$ cat src/logic/gpo_pkg.sv
// Package for the 8-bit port block: register map, reset values, pin capabilities, sensitivity encodings.
// Assumes a single 10 MHz clock domain and an 8-pin port.
package gpo_pkg;
  localparam int unsigned GPO_WIDTH = 8;  // Pins per port
  localparam int unsigned GPO_AW = 4;  // Register address width
  // Register offsets
  localparam logic [3:0] GPO_OFS_DATA = 4'h0;  // pin_data_latch
  localparam logic [3:0] GPO_OFS_DIR = 4'h1;  // Direction
  localparam logic [3:0] GPO_OFS_OPT = 4'h2;  // Option
  localparam logic [3:0] GPO_OFS_SENS = 4'h3;  // ext_irq_sensitivity
  localparam logic [3:0] GPO_OFS_STAT = 4'h4;  // Sticky event status
  localparam logic [3:0] GPO_OFS_MASK = 4'h5;  // Interrupt mask
  localparam logic [3:0] GPO_OFS_IRQCAP = 4'h6;  // Pins able to interrupt
  localparam logic [3:0] GPO_OFS_PULLCAP = 4'h7;  // Pins with a pull-up
  // Reset values
  localparam logic [7:0] GPO_RST_REG = 8'h00;
  localparam logic [1:0] GPO_RST_SENS = 2'h0;
  // Default per-pin capabilities (plain defaults)
  localparam logic [7:0] GPO_IRQ_PINS = 8'h0f;
  localparam logic [7:0] GPO_PULL_PINS = 8'hff;
  // Sensitivity encodings
  typedef enum logic [1:0] {
    GPO_SENS_FALL_LOW,
    GPO_SENS_RISE,
    GPO_SENS_FALL,
    GPO_SENS_BOTH
  } gpo_sens_e;
endpackage

$ cat src/logic/gpo_port.sv
// Eight-pin general-purpose port with alternate-function override,
// open-drain/push-pull selection, pull-up control and external interrupt.
// Assumes pad inputs are asynchronous and pass two flip-flops first;
// the register port, peripheral signals and sleep flags are on i_mclk.
`timescale 1ns/10ps
`default_nettype none

module gpo_port (
  input wire logic i_mclk,
  input wire logic i_rst_b,
  input wire logic [gpo_pkg::GPO_AW-1:0] i_addr,
  input wire logic [7:0] i_wdata,
  input wire logic i_wr,
  input wire logic i_rd,
  output logic [7:0] o_rdata,
  input wire logic [7:0] i_pad,
  output logic [7:0] o_pad,
  output logic [7:0] o_pad_oe,
  output logic [7:0] o_pull_en,
  input wire logic [7:0] i_alt_en,
  input wire logic [7:0] i_alt_out_en,
  input wire logic [7:0] i_alt_out,
  input wire logic [7:0] i_alt_od,
  output logic [7:0] o_alt_in,
  input wire logic i_cc_mask,
  input wire logic i_sleep,
  output logic o_ext_req,
  output logic o_wake,
  output logic o_irq
);
  import gpo_pkg::*;

  // Software registers
  logic [7:0] latch_q;  // pin_data_latch
  logic [7:0] dir_q;  // One selects output
  logic [7:0] opt_q;  // Drive style or input flavour
  logic [1:0] sens_q;  // ext_irq_sensitivity
  logic [7:0] stat_q;  // Sticky pin events, write one to clear
  logic [7:0] mask_q;  // Events allowed onto o_irq
  // Pad synchroniser: stage one is read only by stage two
  logic [7:0] pad_s1_q;
  logic [7:0] pad_s2_q;
  logic [7:0] pad_prev_q;  // For edge detection
  logic [7:0] rdata_q;
  logic [7:0] pad_q;
  logic [7:0] oe_q;
  logic [7:0] pull_q;
  logic [7:0] alt_in_q;
  logic req_q;
  logic wake_q;
  logic irq_q;

  // Decodes an offset hit from an address
  function automatic logic hit(input logic [3:0] a, input logic [3:0] ofs);
    hit = (a == ofs);
  endfunction

  // Write strobes, one per writable register
  // Offsets 6 and 7 have no strobe, so they stay read-only
  wire logic wr_data = i_wr && hit(i_addr, GPO_OFS_DATA);
  wire logic wr_dir = i_wr && hit(i_addr, GPO_OFS_DIR);
  wire logic wr_opt = i_wr && hit(i_addr, GPO_OFS_OPT);
  wire logic wr_sens = i_wr && hit(i_addr, GPO_OFS_SENS);
  wire logic wr_stat = i_wr && hit(i_addr, GPO_OFS_STAT);
  wire logic wr_mask = i_wr && hit(i_addr, GPO_OFS_MASK);

  // Per-pin decoded drive, pull and peripheral feed
  logic [7:0] drv_en;
  logic [7:0] drv_val;
  logic [7:0] pull_d;
  logic [7:0] alt_in_d;
  logic [7:0] irq_mode;
  logic [7:0] det;
  logic [7:0] data_view;

  genvar n;
  generate
    for (n = 0; n < GPO_WIDTH; n++) begin : g_pin
      // Drive source: peripheral wins over ordinary settings
      wire logic out_mode = i_alt_out_en[n] | dir_q[n];
      wire logic val = i_alt_out_en[n] ? i_alt_out[n] : latch_q[n];
      wire logic od = i_alt_out_en[n] ? i_alt_od[n] : ~opt_q[n];
      // Open drain only drives a zero; a one floats
      assign drv_en[n] = out_mode & (~od | ~val);
      assign drv_val[n] = val;
      // Pull-up needs input, option set, pad with pull, no driver
      assign pull_d[n] = ~out_mode & opt_q[n] & GPO_PULL_PINS[n];
      // Output pin feeds its latch to the peripheral input
      assign alt_in_d[n] = dir_q[n] ? latch_q[n] : pad_s2_q[n];
      // Input with interrupt selected by dir 0, option 1 on capable pins
      assign irq_mode[n] = ~dir_q[n] & opt_q[n] & GPO_IRQ_PINS[n];
      // Output reads latch, input reads the pin
      assign data_view[n] = dir_q[n] ? latch_q[n] : pad_s2_q[n];
    end
  endgenerate

  // Edge or level detection per sensitivity
  // Detection runs on the synchronised level, so a glitch shorter
  // than a clock may be missed; that is the price of a clean sample
  always_comb begin
    unique case (gpo_sens_e'(sens_q))
      GPO_SENS_FALL_LOW: det = ~pad_s2_q;
      GPO_SENS_RISE: det = pad_s2_q & ~pad_prev_q;
      GPO_SENS_FALL: det = ~pad_s2_q & pad_prev_q;
      GPO_SENS_BOTH: det = pad_s2_q ^ pad_prev_q;
    endcase
  end

  wire logic [7:0] ev = det & irq_mode;  // Detected, enabled pin events
  wire logic any_ev = |ev;
  // Mask in the condition code gates the request
  wire logic req_d = any_ev & ~i_cc_mask;
  // Sleep changes nothing on the port; an event wakes
  wire logic wake_d = i_sleep & any_ev;
  // Sticky status: a new event wins over a write-one clear
  wire logic [7:0] stat_d = (stat_q & ~(wr_stat ? i_wdata : 8'h00)) | ev;

  // Read mux; unmapped addresses read zero
  // Later tests win, but the offsets never overlap
  logic [7:0] rd_mux;
  always_comb begin
    rd_mux = 8'h00;
    if (hit(i_addr, GPO_OFS_DATA)) rd_mux = data_view;
    if (hit(i_addr, GPO_OFS_DIR)) rd_mux = dir_q;
    if (hit(i_addr, GPO_OFS_OPT)) rd_mux = opt_q;
    if (hit(i_addr, GPO_OFS_SENS)) rd_mux = {6'h00, sens_q};
    if (hit(i_addr, GPO_OFS_STAT)) rd_mux = stat_q;
    if (hit(i_addr, GPO_OFS_MASK)) rd_mux = mask_q;
    if (hit(i_addr, GPO_OFS_IRQCAP)) rd_mux = GPO_IRQ_PINS;
    if (hit(i_addr, GPO_OFS_PULLCAP)) rd_mux = GPO_PULL_PINS;
  end

  // Software registers; data write only updates the latch
  always_ff @(posedge i_mclk or negedge i_rst_b) begin
    if (!i_rst_b) begin
      latch_q <= GPO_RST_REG;
      dir_q <= GPO_RST_REG;
      opt_q <= GPO_RST_REG;
      sens_q <= GPO_RST_SENS;
      mask_q <= GPO_RST_REG;
      stat_q <= GPO_RST_REG;
    end else begin
      if (wr_data) latch_q <= i_wdata;
      if (wr_dir) dir_q <= i_wdata;
      if (wr_opt) opt_q <= i_wdata;
      if (wr_sens) sens_q <= i_wdata[1:0];
      if (wr_mask) mask_q <= i_wdata;
      stat_q <= stat_d;
    end
  end

  // Pad synchroniser and edge history
  // Stage one may go metastable; only stage two feeds any logic
  always_ff @(posedge i_mclk or negedge i_rst_b) begin
    if (!i_rst_b) begin
      pad_s1_q <= GPO_RST_REG;
      pad_s2_q <= GPO_RST_REG;
      pad_prev_q <= GPO_RST_REG;
    end else begin
      pad_s1_q <= i_pad;
      pad_s2_q <= pad_s1_q;
      pad_prev_q <= pad_s2_q;
    end
  end

  // Registered outputs; pad path adds a cycle to keep outputs glitch free
  always_ff @(posedge i_mclk or negedge i_rst_b) begin
    if (!i_rst_b) begin
      rdata_q <= GPO_RST_REG;
      pad_q <= GPO_RST_REG;
      oe_q <= GPO_RST_REG;
      pull_q <= GPO_RST_REG;
      alt_in_q <= GPO_RST_REG;
      req_q <= 1'b0;
      wake_q <= 1'b0;
      irq_q <= 1'b0;
    end else begin
      rdata_q <= i_rd ? rd_mux : 8'h00;
      pad_q <= drv_val;
      oe_q <= drv_en;
      pull_q <= pull_d;
      alt_in_q <= alt_in_d;
      req_q <= req_d;
      wake_q <= wake_d;
      irq_q <= |(stat_d & mask_q);
    end
  end

  // Outputs come straight from their flip-flops
  assign o_rdata = rdata_q;
  assign o_pad = pad_q;
  assign o_pad_oe = oe_q;
  assign o_pull_en = pull_q;
  assign o_alt_in = alt_in_q;
  assign o_ext_req = req_q;
  assign o_wake = wake_q;
  assign o_irq = irq_q;

  // Peripheral input enable is only a qualifier for the sink
  wire logic unused_alt = |i_alt_en;

  // Assertions
  a_out_drive: assert property (@(posedge i_mclk) disable iff (!i_rst_b)
    (dir_q[0] && !i_alt_out_en[0] && opt_q[0]) |=> (o_pad_oe[0] && o_pad[0] == $past(latch_q[0])))
    else $error("Push-pull output not driving latch");
  a_od_float: assert property (@(posedge i_mclk) disable iff (!i_rst_b)
    (dir_q[1] && !i_alt_out_en[1] && !opt_q[1] && latch_q[1]) |=> !o_pad_oe[1])
    else $error("Open-drain one was driven");
  a_low_drive: assert property (@(posedge i_mclk) disable iff (!i_rst_b)
    (dir_q[2] && !i_alt_out_en[2] && !latch_q[2]) |=> (o_pad_oe[2] && !o_pad[2]))
    else $error("Zero not driven low");
  a_read_latch: assert property (@(posedge i_mclk) disable iff (!i_rst_b)
    (i_rd && i_addr == GPO_OFS_DATA && dir_q == 8'hff) |=> (o_rdata == $past(latch_q)))
    else $error("Output read not latch");
  a_read_pin: assert property (@(posedge i_mclk) disable iff (!i_rst_b)
    (i_rd && i_addr == GPO_OFS_DATA && dir_q == 8'h00) |=> (o_rdata == $past(pad_s2_q)))
    else $error("Input read not pin");
  a_alt_force: assert property (@(posedge i_mclk) disable iff (!i_rst_b)
    (i_alt_out_en[3] && !i_alt_od[3]) |=> (o_pad_oe[3] && o_pad[3] == $past(i_alt_out[3])))
    else $error("Peripheral drive not forced");
  a_alt_feed: assert property (@(posedge i_mclk) disable iff (!i_rst_b)
    dir_q[4] |=> (o_alt_in[4] == $past(latch_q[4])))
    else $error("Peripheral input not fed latch");
  a_irq_gate: assert property (@(posedge i_mclk) disable iff (!i_rst_b)
    (i_cc_mask || irq_mode == 8'h00) |=> !o_ext_req)
    else $error("Request while masked or disabled");
  a_pull_gate: assert property (@(posedge i_mclk) disable iff (!i_rst_b)
    (dir_q[5] || i_alt_out_en[5]) |=> !o_pull_en[5])
    else $error("Pull-up on driven pin");
  a_in_nodrive: assert property (@(posedge i_mclk) disable iff (!i_rst_b)
    (!dir_q[6] && !i_alt_out_en[6]) |=> !o_pad_oe[6])
    else $error("Input pin driven");

  // Peripheral open-drain one floats
  a_alt_odfloat: assert property (@(posedge i_mclk) disable iff (!i_rst_b)
    (i_alt_out_en[7] && i_alt_od[7] && i_alt_out[7]) |=> !o_pad_oe[7])
    else $error("Peripheral open-drain one driven");
  // Pull-up present on an undriven input with option set
  a_pull_set: assert property (@(posedge i_mclk) disable iff (!i_rst_b)
    (!dir_q[5] && !i_alt_out_en[5] && opt_q[5]) |=> o_pull_en[5])
    else $error("Pull-up missing on input");
  // Data read returns the per-pin view
  a_read_view: assert property (@(posedge i_mclk) disable iff (!i_rst_b)
    (i_rd && i_addr == GPO_OFS_DATA) |=> (o_rdata == $past(data_view)))
    else $error("Data read not pin view");

  // Interrupt, request and wake-up paths
  a_req_event: assert property (@(posedge i_mclk) disable iff (!i_rst_b)
    (!i_cc_mask && any_ev) |=> o_ext_req)
    else $error("Unmasked event gave no request");
  a_wake_event: assert property (@(posedge i_mclk) disable iff (!i_rst_b)
    (i_sleep && any_ev) |=> o_wake)
    else $error("Event in sleep gave no wake");
  a_wake_awake: assert property (@(posedge i_mclk) disable iff (!i_rst_b)
    !i_sleep |=> !o_wake)
    else $error("Wake while not sleeping");
  a_stat_sticky: assert property (@(posedge i_mclk) disable iff (!i_rst_b)
    (stat_q[0] && !(wr_stat && i_wdata[0])) |=> stat_q[0])
    else $error("Status bit lost without clear");
  a_stat_set: assert property (@(posedge i_mclk) disable iff (!i_rst_b)
    ev[0] |=> stat_q[0])
    else $error("Event did not set status");
  a_irq_level: assert property (@(posedge i_mclk) disable iff (!i_rst_b)
    (|(stat_d & mask_q)) |=> o_irq)
    else $error("Unmasked status without interrupt");

  // Main scenarios worth seeing at least once
  c_alt_out: cover property (@(posedge i_mclk) disable iff (!i_rst_b) i_alt_out_en[0] && o_pad_oe[0]);
  c_ext_req: cover property (@(posedge i_mclk) disable iff (!i_rst_b) o_ext_req);
  c_wake: cover property (@(posedge i_mclk) disable iff (!i_rst_b) o_wake);
  c_irq: cover property (@(posedge i_mclk) disable iff (!i_rst_b) o_irq);
  c_stat_clr: cover property (@(posedge i_mclk) disable iff (!i_rst_b) wr_stat && stat_q != 8'h00);
endmodule

`default_nettype wire

$ cat config.mk
export PLATFORM = sky130hd
export DESIGN_NAME = gpo_port
export DESIGN_NICKNAME = d
export VERILOG_FILES = /design/src/logic/gpo_pkg.sv /design/src/logic/gpo_port.sv
export SDC_FILE = /design/constraint.sdc
export NUM_CORES = 1
export LEC_CHECK = 0
export BUFFER_PORTS_ARGS = -buffer_cell sky130_fd_sc_hd__buf_2
export CORE_MARGIN = 2
export CORE_UTILIZATION = 40
export CTS_CLUSTER_DIAMETER = 150
export DETAILED_ROUTE_END_ITERATION = 8
export HOLD_SLACK_MARGIN = 0.05
export SYNTH_ARGS = -nofsm -noshare
export SYNTH_HDL_FRONTEND = slang
export SYNTH_SLANG_ARGS = --single-unit
$ cat constraint.sdc
create_clock -name i_mclk -period 3.6 [get_ports i_mclk]
set_input_delay 0.18 -clock i_mclk [delete_from_list [all_inputs] [get_ports i_mclk]]
set_output_delay 0.18 -clock i_mclk [all_outputs]
set_load 0.02 [all_outputs]
==> results of run 1 <==
## worst max-delay path by stage
stage,startpoint,endpoint,slack [ns],cells past startpoint
floorplan,pad_s2_q[1],o_wake,2.15,7
global placement,i_addr[0],dir_q[1],1.38,3
detailed placement,i_addr[0],dir_q[2],1.36,3
CTS,i_addr[0],dir_q[2],1.73,3
global route,sens_q[0],o_irq,1.61,4
finish,sens_q[0],o_irq,1.71,4
## cell usage in the layout (no fill, tap or decap), types with 5 or more instances in the layout
master	synthesis	layout
a21oi_1	39	39
a31oi_1	10	10
buf_2	9	91
clkbuf_16	0	9
dfrtp_1	105	105
dlygate4sd3_1	0	34
ha_1	8	8
inv_1	15	15
mux2_1	8	8
mux2_2	32	32
mux2_4	8	8
nand2_1	13	13
nand2b_1	24	24
nor2_1	30	30
o21a_1	5	5
o21ai_0	13	13
o21bai_1	8	8
## kinds of logic (layout without fill, tap and decap cells)
family / after synthesis / after routing
buf+inv: 31 / 158
flops: 105 / 105
simple gates: 94 / 94
mux: 52 / 52
fa+ha+maj: 8 / 8
compound gates: 100 / 100
## per-layer routing
metal	share of wire, %	wire length (µm)	up-vias
met5	0	0	-
li1	-	-	1628
met2	48	4990	102
met1	45	4680	1664
met3	5.6	589	17
met4	2.2	230	0
## area by class of cell
type                            instances  area (µm²)  area share (%)
Clock buffer                            9         225            3.82
Clock inverter                          6         115            1.95
Inverter                               15        56.3           0.954
Multi-Input combinational cell        254        1880            31.8
Sequential cell                       105        2630            44.5
Tap cell                              143         179            3.03
Timing Repair Buffer                  128         818            13.9
## worst register-to-register path, stage by stage (launching register included)
cell and delay [ns]:
dfrtp_1 0.73, a21oi_1 0.14, o31ai_1 0.55, o21ai_0 0.22, nand4_1 0.17
## registers in the layout, summed over array words and instances (netlist names)
| name | flops |
|---|---|
| o_pull_en | 8 |
| o_wake | 1 |
| o_irq | 1 |
| sens_q | 2 |
| o_pad_oe | 8 |
| o_rdata | 8 |
| opt_q | 8 |
| mask_q | 8 |
| latch_q | 8 |
| o_alt_in | 8 |
| dir_q | 8 |
| o_pad | 8 |
| pad_s2_q | 8 |
| pad_s1_q | 8 |
| pad_prev_q | 4 |
| o_ext_req | 1 |
| stat_q | 8 |
## power breakdown
group          leakage, nW  total, mW  internal, mW  switching [mW]
clock                0.163       1.12         0.681           0.444
sequential            1.28       1.53          1.37           0.161
combinational         1.33      0.688         0.338           0.349
==> out/results.ini, run 1 <==
[run_status]
status = complete, no violations

[yosys]
ys_seq_area_share_pct = 56.6
syn_nets = 456
synth_top_flop_cell = dfrtp_1
yosys_register_bits = 105
synth_edf_count = 0
yosys-mux-area-fraction_pct = 13.2
synth_compound_area_share_pct = 13.6
synth_top_area_share_pct = 56.6
ys_top_cells_by_count = dfrtp_1, a21oi_1, mux2_2
syn_area_um2 = 4640
synthCells = 390
synth_cell_types = 45
synth-xor-area-share_pct = 0
synth-simple-area-share_pct = 11.6
synth_top_family_by_area = compound AO/OA/AOI/OAI gates
synth_fa_ha_area_share_pct = 2.16
yosysTopAreaCell = dfrtp_1
ys_top_cells_by_area = dfrtp_1, mux2_2, a21oi_1, nand2b_1, mux2_4
yosysWarnings = 0
synthArstFlopShare_pct = 100
syn_avg_cell_area_um2 = 11.9
yosysMostFrequentCell = dfrtp_1

[clock_tree]
ctsResizeCount = 0
hold_buffers = 34
numCtsBuffers = 9
clkLatencyLatePin_ns = 0.35
cts_num_sinks = 105
cts_tree = done
post_cts_buffers = 0
root_buffer = clkbuf_16
cts_buffer_depth = 2
cts.htree.levels = 3
clkTransAtPathRegs_ns = 0.07

[setup_path]
critPathCaptureType = flop
reg2reg_from = sens_q[0]
criticalPathCategory = reg -> reg
required_ns = 3.87
r2r_end = o_irq
ff2ff_setup_slack_ns = 1.71
cp_max_fo = 18
cp_top_family = compound AO/OA/AOI/OAI gates
r2r_cells = 4
critPathArrivalTime_ns = 2.16
path_buf_inv = 0
crit_slowest_cell = dfrtp_1
max_stage_delay_ns = 0.73
worstSetupStartpointType = flop
crit_chain = a21oi_1 -> o31ai_1 -> o21ai_0 -> nand4_1

[timing]
period_needed_ns = 1.89
maxSlewViolCount = 0
fmax_ghz = 0.528
tightestPinTransition_ns = 0.885
whs_ns = 0.0712
setup_viol = 0
fin_crit_sh_pct = 52.6
tns_ns = 0
rsz0062_at_grt = false
skew_ns = 0.0102
slew_headroom_pct = 41.0
hold_viol = 0
fin_ws_ns = 1.71

[finish]
drive_above_1_share_pct = 30.0
final_area_um2 = 5900
syn2layout_area_growth_pct = 27.1
utilization_pct = 51.9
fin_nets = 579
final_cell_count_no_fill = 660
antennaDiodeCount = 0
fill_cells = 1013

[global_route]
use_met1_pct = 23.9
gr-total-overflow = 0
busiest_layer = met2
grt_pass1_vias = 3337
grt_pass1_wl_mm = 17.1
met2_usage_pct = 27.1
track_usage_pct = 17.5
grt_use_met3_pct = 3.48
grt_max_degree = 71
antenna_found_initial = 0

[min_path]
holdPathStages = 2
worst_hold_path.endpoint = o_wake
hp-class = in -> reg
min-delay-start = i_sleep

[drt]
vias = 3411
via_per_inst = 5.17
drt-total-wl_mm = 10.5
ant_nets = 0
drt_iter0_markers = 192
drc = 0
first_pass_iters = 5
wl_per_cell_um = 15.9

[die]
io_pins = 101
die_area_um2 = 12500
core_region_area_um2 = 11400
die_h_um = 112
die_w_um = 112
core.rowCount = 39
start_util_pct = 40.8

[power_and_ir_drop]
power_density_nw_per_um2 = 567
power.total_mw = 3.35
ir_worst_vdd_mv = 0.272
leakage_nw = 2.77

[job]
drv_cap = 0

[place]
hpwl_mm = 6.86
place_congestion = 0.822
pre_cts_ws_ns = 1.36
io_buffers = 92
placed_area_um2 = 5220
placed_cells = 611

No activity file was read; power rests on OpenSTA's default activity.
==> inputs of run 2 (changes only) <==
==> constraint.sdc (replaced) <==
create_clock -name i_mclk -period 1.7 [get_ports i_mclk]
set_input_delay 0.085 -clock i_mclk [delete_from_list [all_inputs] [get_ports i_mclk]]
set_output_delay 0.085 -clock i_mclk [all_outputs]
set_load 0.02 [all_outputs]
==> run 2 against run 1 <==
Compared with the run above: power increased by 110%; final cell count increased by 5.6%; critical path type unchanged; sequential cell count unchanged; wire length increased by 3.5%; sequential share of layout area decreased by 2.2 points; combinational power increased by 130%; clock power increased by 91%; sequential power increased by 110%; register-to-register slack got worse by 1.6 ns.
==> out/results.ini, run 2 (synthesis results as in run 1) <==
[job]
drv_cap = 0  ; unchanged

[global_route]
busiest_layer = met2  ; unchanged
grt_pass1_wl_mm = 17.9  ; was 17.1 mm
antenna_found_initial = 0  ; unchanged
grt_pass1_vias = 3611  ; was 3337
met2_usage_pct = 29.1  ; was 27.1%
use_met1_pct = 24.5  ; was 23.9%
gr-total-overflow = 0  ; unchanged
grt_max_degree = 58  ; was 71
grt_use_met3_pct = 3.81  ; was 3.48%
track_usage_pct = 18.1  ; was 17.5%

[min_path]
hp-class = in -> reg  ; unchanged
min-delay-start = i_wdata[0]  ; was i_sleep
worst_hold_path.endpoint = mask_q[0]  ; was o_wake
holdPathStages = 2  ; unchanged

[drt]
first_pass_iters = 4  ; was 5
drt-total-wl_mm = 10.9  ; was 10.5 mm
wl_per_cell_um = 15.6  ; was 15.9 µm
drt_iter0_markers = 151  ; was 192
ant_nets = 0  ; unchanged
vias = 3536  ; was 3411
via_per_inst = 5.07  ; was 5.17
drc = 0  ; unchanged

[finish]
mostFrequentLayoutCells = dfrtp_1, buf_2, dlygate4sd3_1  ; was dfrtp_1, buf_2, a21oi_1
final_cell_count_no_fill = 697  ; was 660
drive_above_1_share_pct = 32.1  ; was 30.0%
final_common_cell = dfrtp_1  ; unchanged
antennaDiodeCount = 0  ; unchanged
utilization_pct = 54.6  ; was 51.9%
fill_cells = 999  ; was 1013
fin_nets = 615  ; was 579
syn2layout_area_growth_pct = 33.9  ; was 27.1%

[die]
die_h_um = 112  ; unchanged
die_w_um = 112  ; unchanged
die_area_um2 = 12500  ; unchanged
io_pins = 101  ; unchanged
start_util_pct = 40.8  ; unchanged
core.rowCount = 39  ; unchanged
core_region_area_um2 = 11400  ; unchanged

[power_and_ir_drop]
power_density_nw_per_um2 = 1120  ; was 567 nW/µm²
ir_worst_vdd_mv = 0.544  ; was 0.272 mV
leakage_nw = 2.93  ; was 2.77 nW

[run_status]
status = complete, no violations  ; unchanged

[setup_path]
reg2reg_from = pad_s2_q[1]  ; was sens_q[0]
critPathArrivalTime_ns = 1.78  ; was 2.16 ns
cp_max_fo = 4  ; was 18
ff2ff_setup_slack_ns = 0.12  ; was 1.71 ns
criticalPathCategory = reg -> reg  ; unchanged
worstSetupStartpointType = flop  ; unchanged
critPathCaptureType = flop  ; unchanged
r2r_end = o_irq  ; unchanged
required_ns = 1.90  ; was 3.87 ns
crit_path_start = pad_s2_q[1]  ; was sens_q[0]
r2r_cells = 7  ; was 4

[timing]
tightestPinTransition_ns = 0.447  ; was 0.885 ns
hold_viol = 0  ; unchanged
skew_ns = 0.00545  ; was 0.0102 ns
tns_ns = 0  ; unchanged
fmax_ghz = 0.635  ; was 0.528 GHz
slew_headroom_pct = 70.2  ; was 41.0%
fin_crit_sh_pct = 92.7  ; was 52.6%
setup_viol = 0  ; unchanged
whs_ns = 0.0750  ; was 0.0712 ns
maxSlewViolCount = 0  ; unchanged
fin_ws_ns = 0.124  ; was 1.71 ns
rsz0062_at_grt = true  ; was false
period_needed_ns = 1.58  ; was 1.89 ns

[place]
pre_cts_ws_ns = -0.0158  ; was 1.36 ns
hpwl_mm = 7.38  ; was 6.86 mm
place_congestion = 0.837  ; was 0.822
placed_cells = 631  ; was 611
io_buffers = 92  ; unchanged

[clock_tree]
root_buffer = clkbuf_16  ; unchanged
cts.htree.levels = 3  ; unchanged
numCtsBuffers = 9  ; unchanged
cts_tree = done  ; unchanged
clkTransAtPathRegs_ns = 0.07  ; about the same
cts_num_sinks = 105  ; unchanged
clkLatencyLatePin_ns = 0.35  ; about the same
cts_buffer_depth = 2  ; unchanged

[run 2: cell types whose count changed in the layout (fill, tap and decap cells not counted), moves of 2 or more]
cell | before | now
buf_12 | 0 | 2
buf_4 | 3 | 22
dlygate4sd3_1 | 34 | 49
clkbuf_1 | 0 | 2
inv_6 | 2 | 0
clkbuf_8 | 0 | 3
bufinv_16 | 3 | 1
[run 2: area by class of cell]
type | count | area [µm²] | share of cell area, %
flip-flops and latches | 105 | 2630 | 42.3
multi-input cells | 254 | 1890 | 30.4
repair buffers | 164 | 1150 | 18.5
clock buffers | 14 | 274 | 4.41
well taps | 143 | 179 | 2.88
inverters | 15 | 56.3 | 0.906
clock inverters | 2 | 35.0 | 0.564
[run 2: metrics by stage]
step                area (µm²)  power [mW]
finish                    6210        6.94
CTS                       6190        7.00
detailed placement        5390        4.72
global route              6210        7.32
floorplan                 4640        4.16
global placement          5390        4.68
[run 2: how the worst max path moves through the flow]
stage	to
2_1_floorplan	o_wake
3_3_place_gp	o_wake
3_5_place_dp	o_wake
4_1_cts	o_wake
5_1_grt	o_wake
6_report	o_irq
[run 2: timing repair]
item / CTS / global route
buffers inserted: 0 / 1
hold endpoints to repair: 135 / 0
pin swaps: 1 / 0
gates cloned: 0 / 0
setup endpoints to repair: 2 / 3
hold buffers: 49 / 0
resized for setup: 1 / 2
[run 2: power by group]
group / switching (mW) / internal, mW / leakage, nW
clock network: 0.878 / 1.26 / 0.153
registers: 0.330 / 2.91 / 1.27
logic: 0.778 / 0.782 / 1.50
total: 1.99 / 4.95 / 2.93
[run 2: per-layer routing]
metal / share of wire (%) / vias up
li1: - / 1699
met1: 46 / 1723
met2: 47 / 97
met3: 4.7 / 17
met4: 1.9 / 0
met5: 0 / -
[run 2: critical path: stages (launching register included)]
cell,delay (ns)
dfrtp_1,0.38
inv_1,0.07
ha_1,0.28
nand2_1,0.06
nand4bb_1,0.13
o311ai_1,0.13
a22oi_1,0.24
nand4_1,0.14
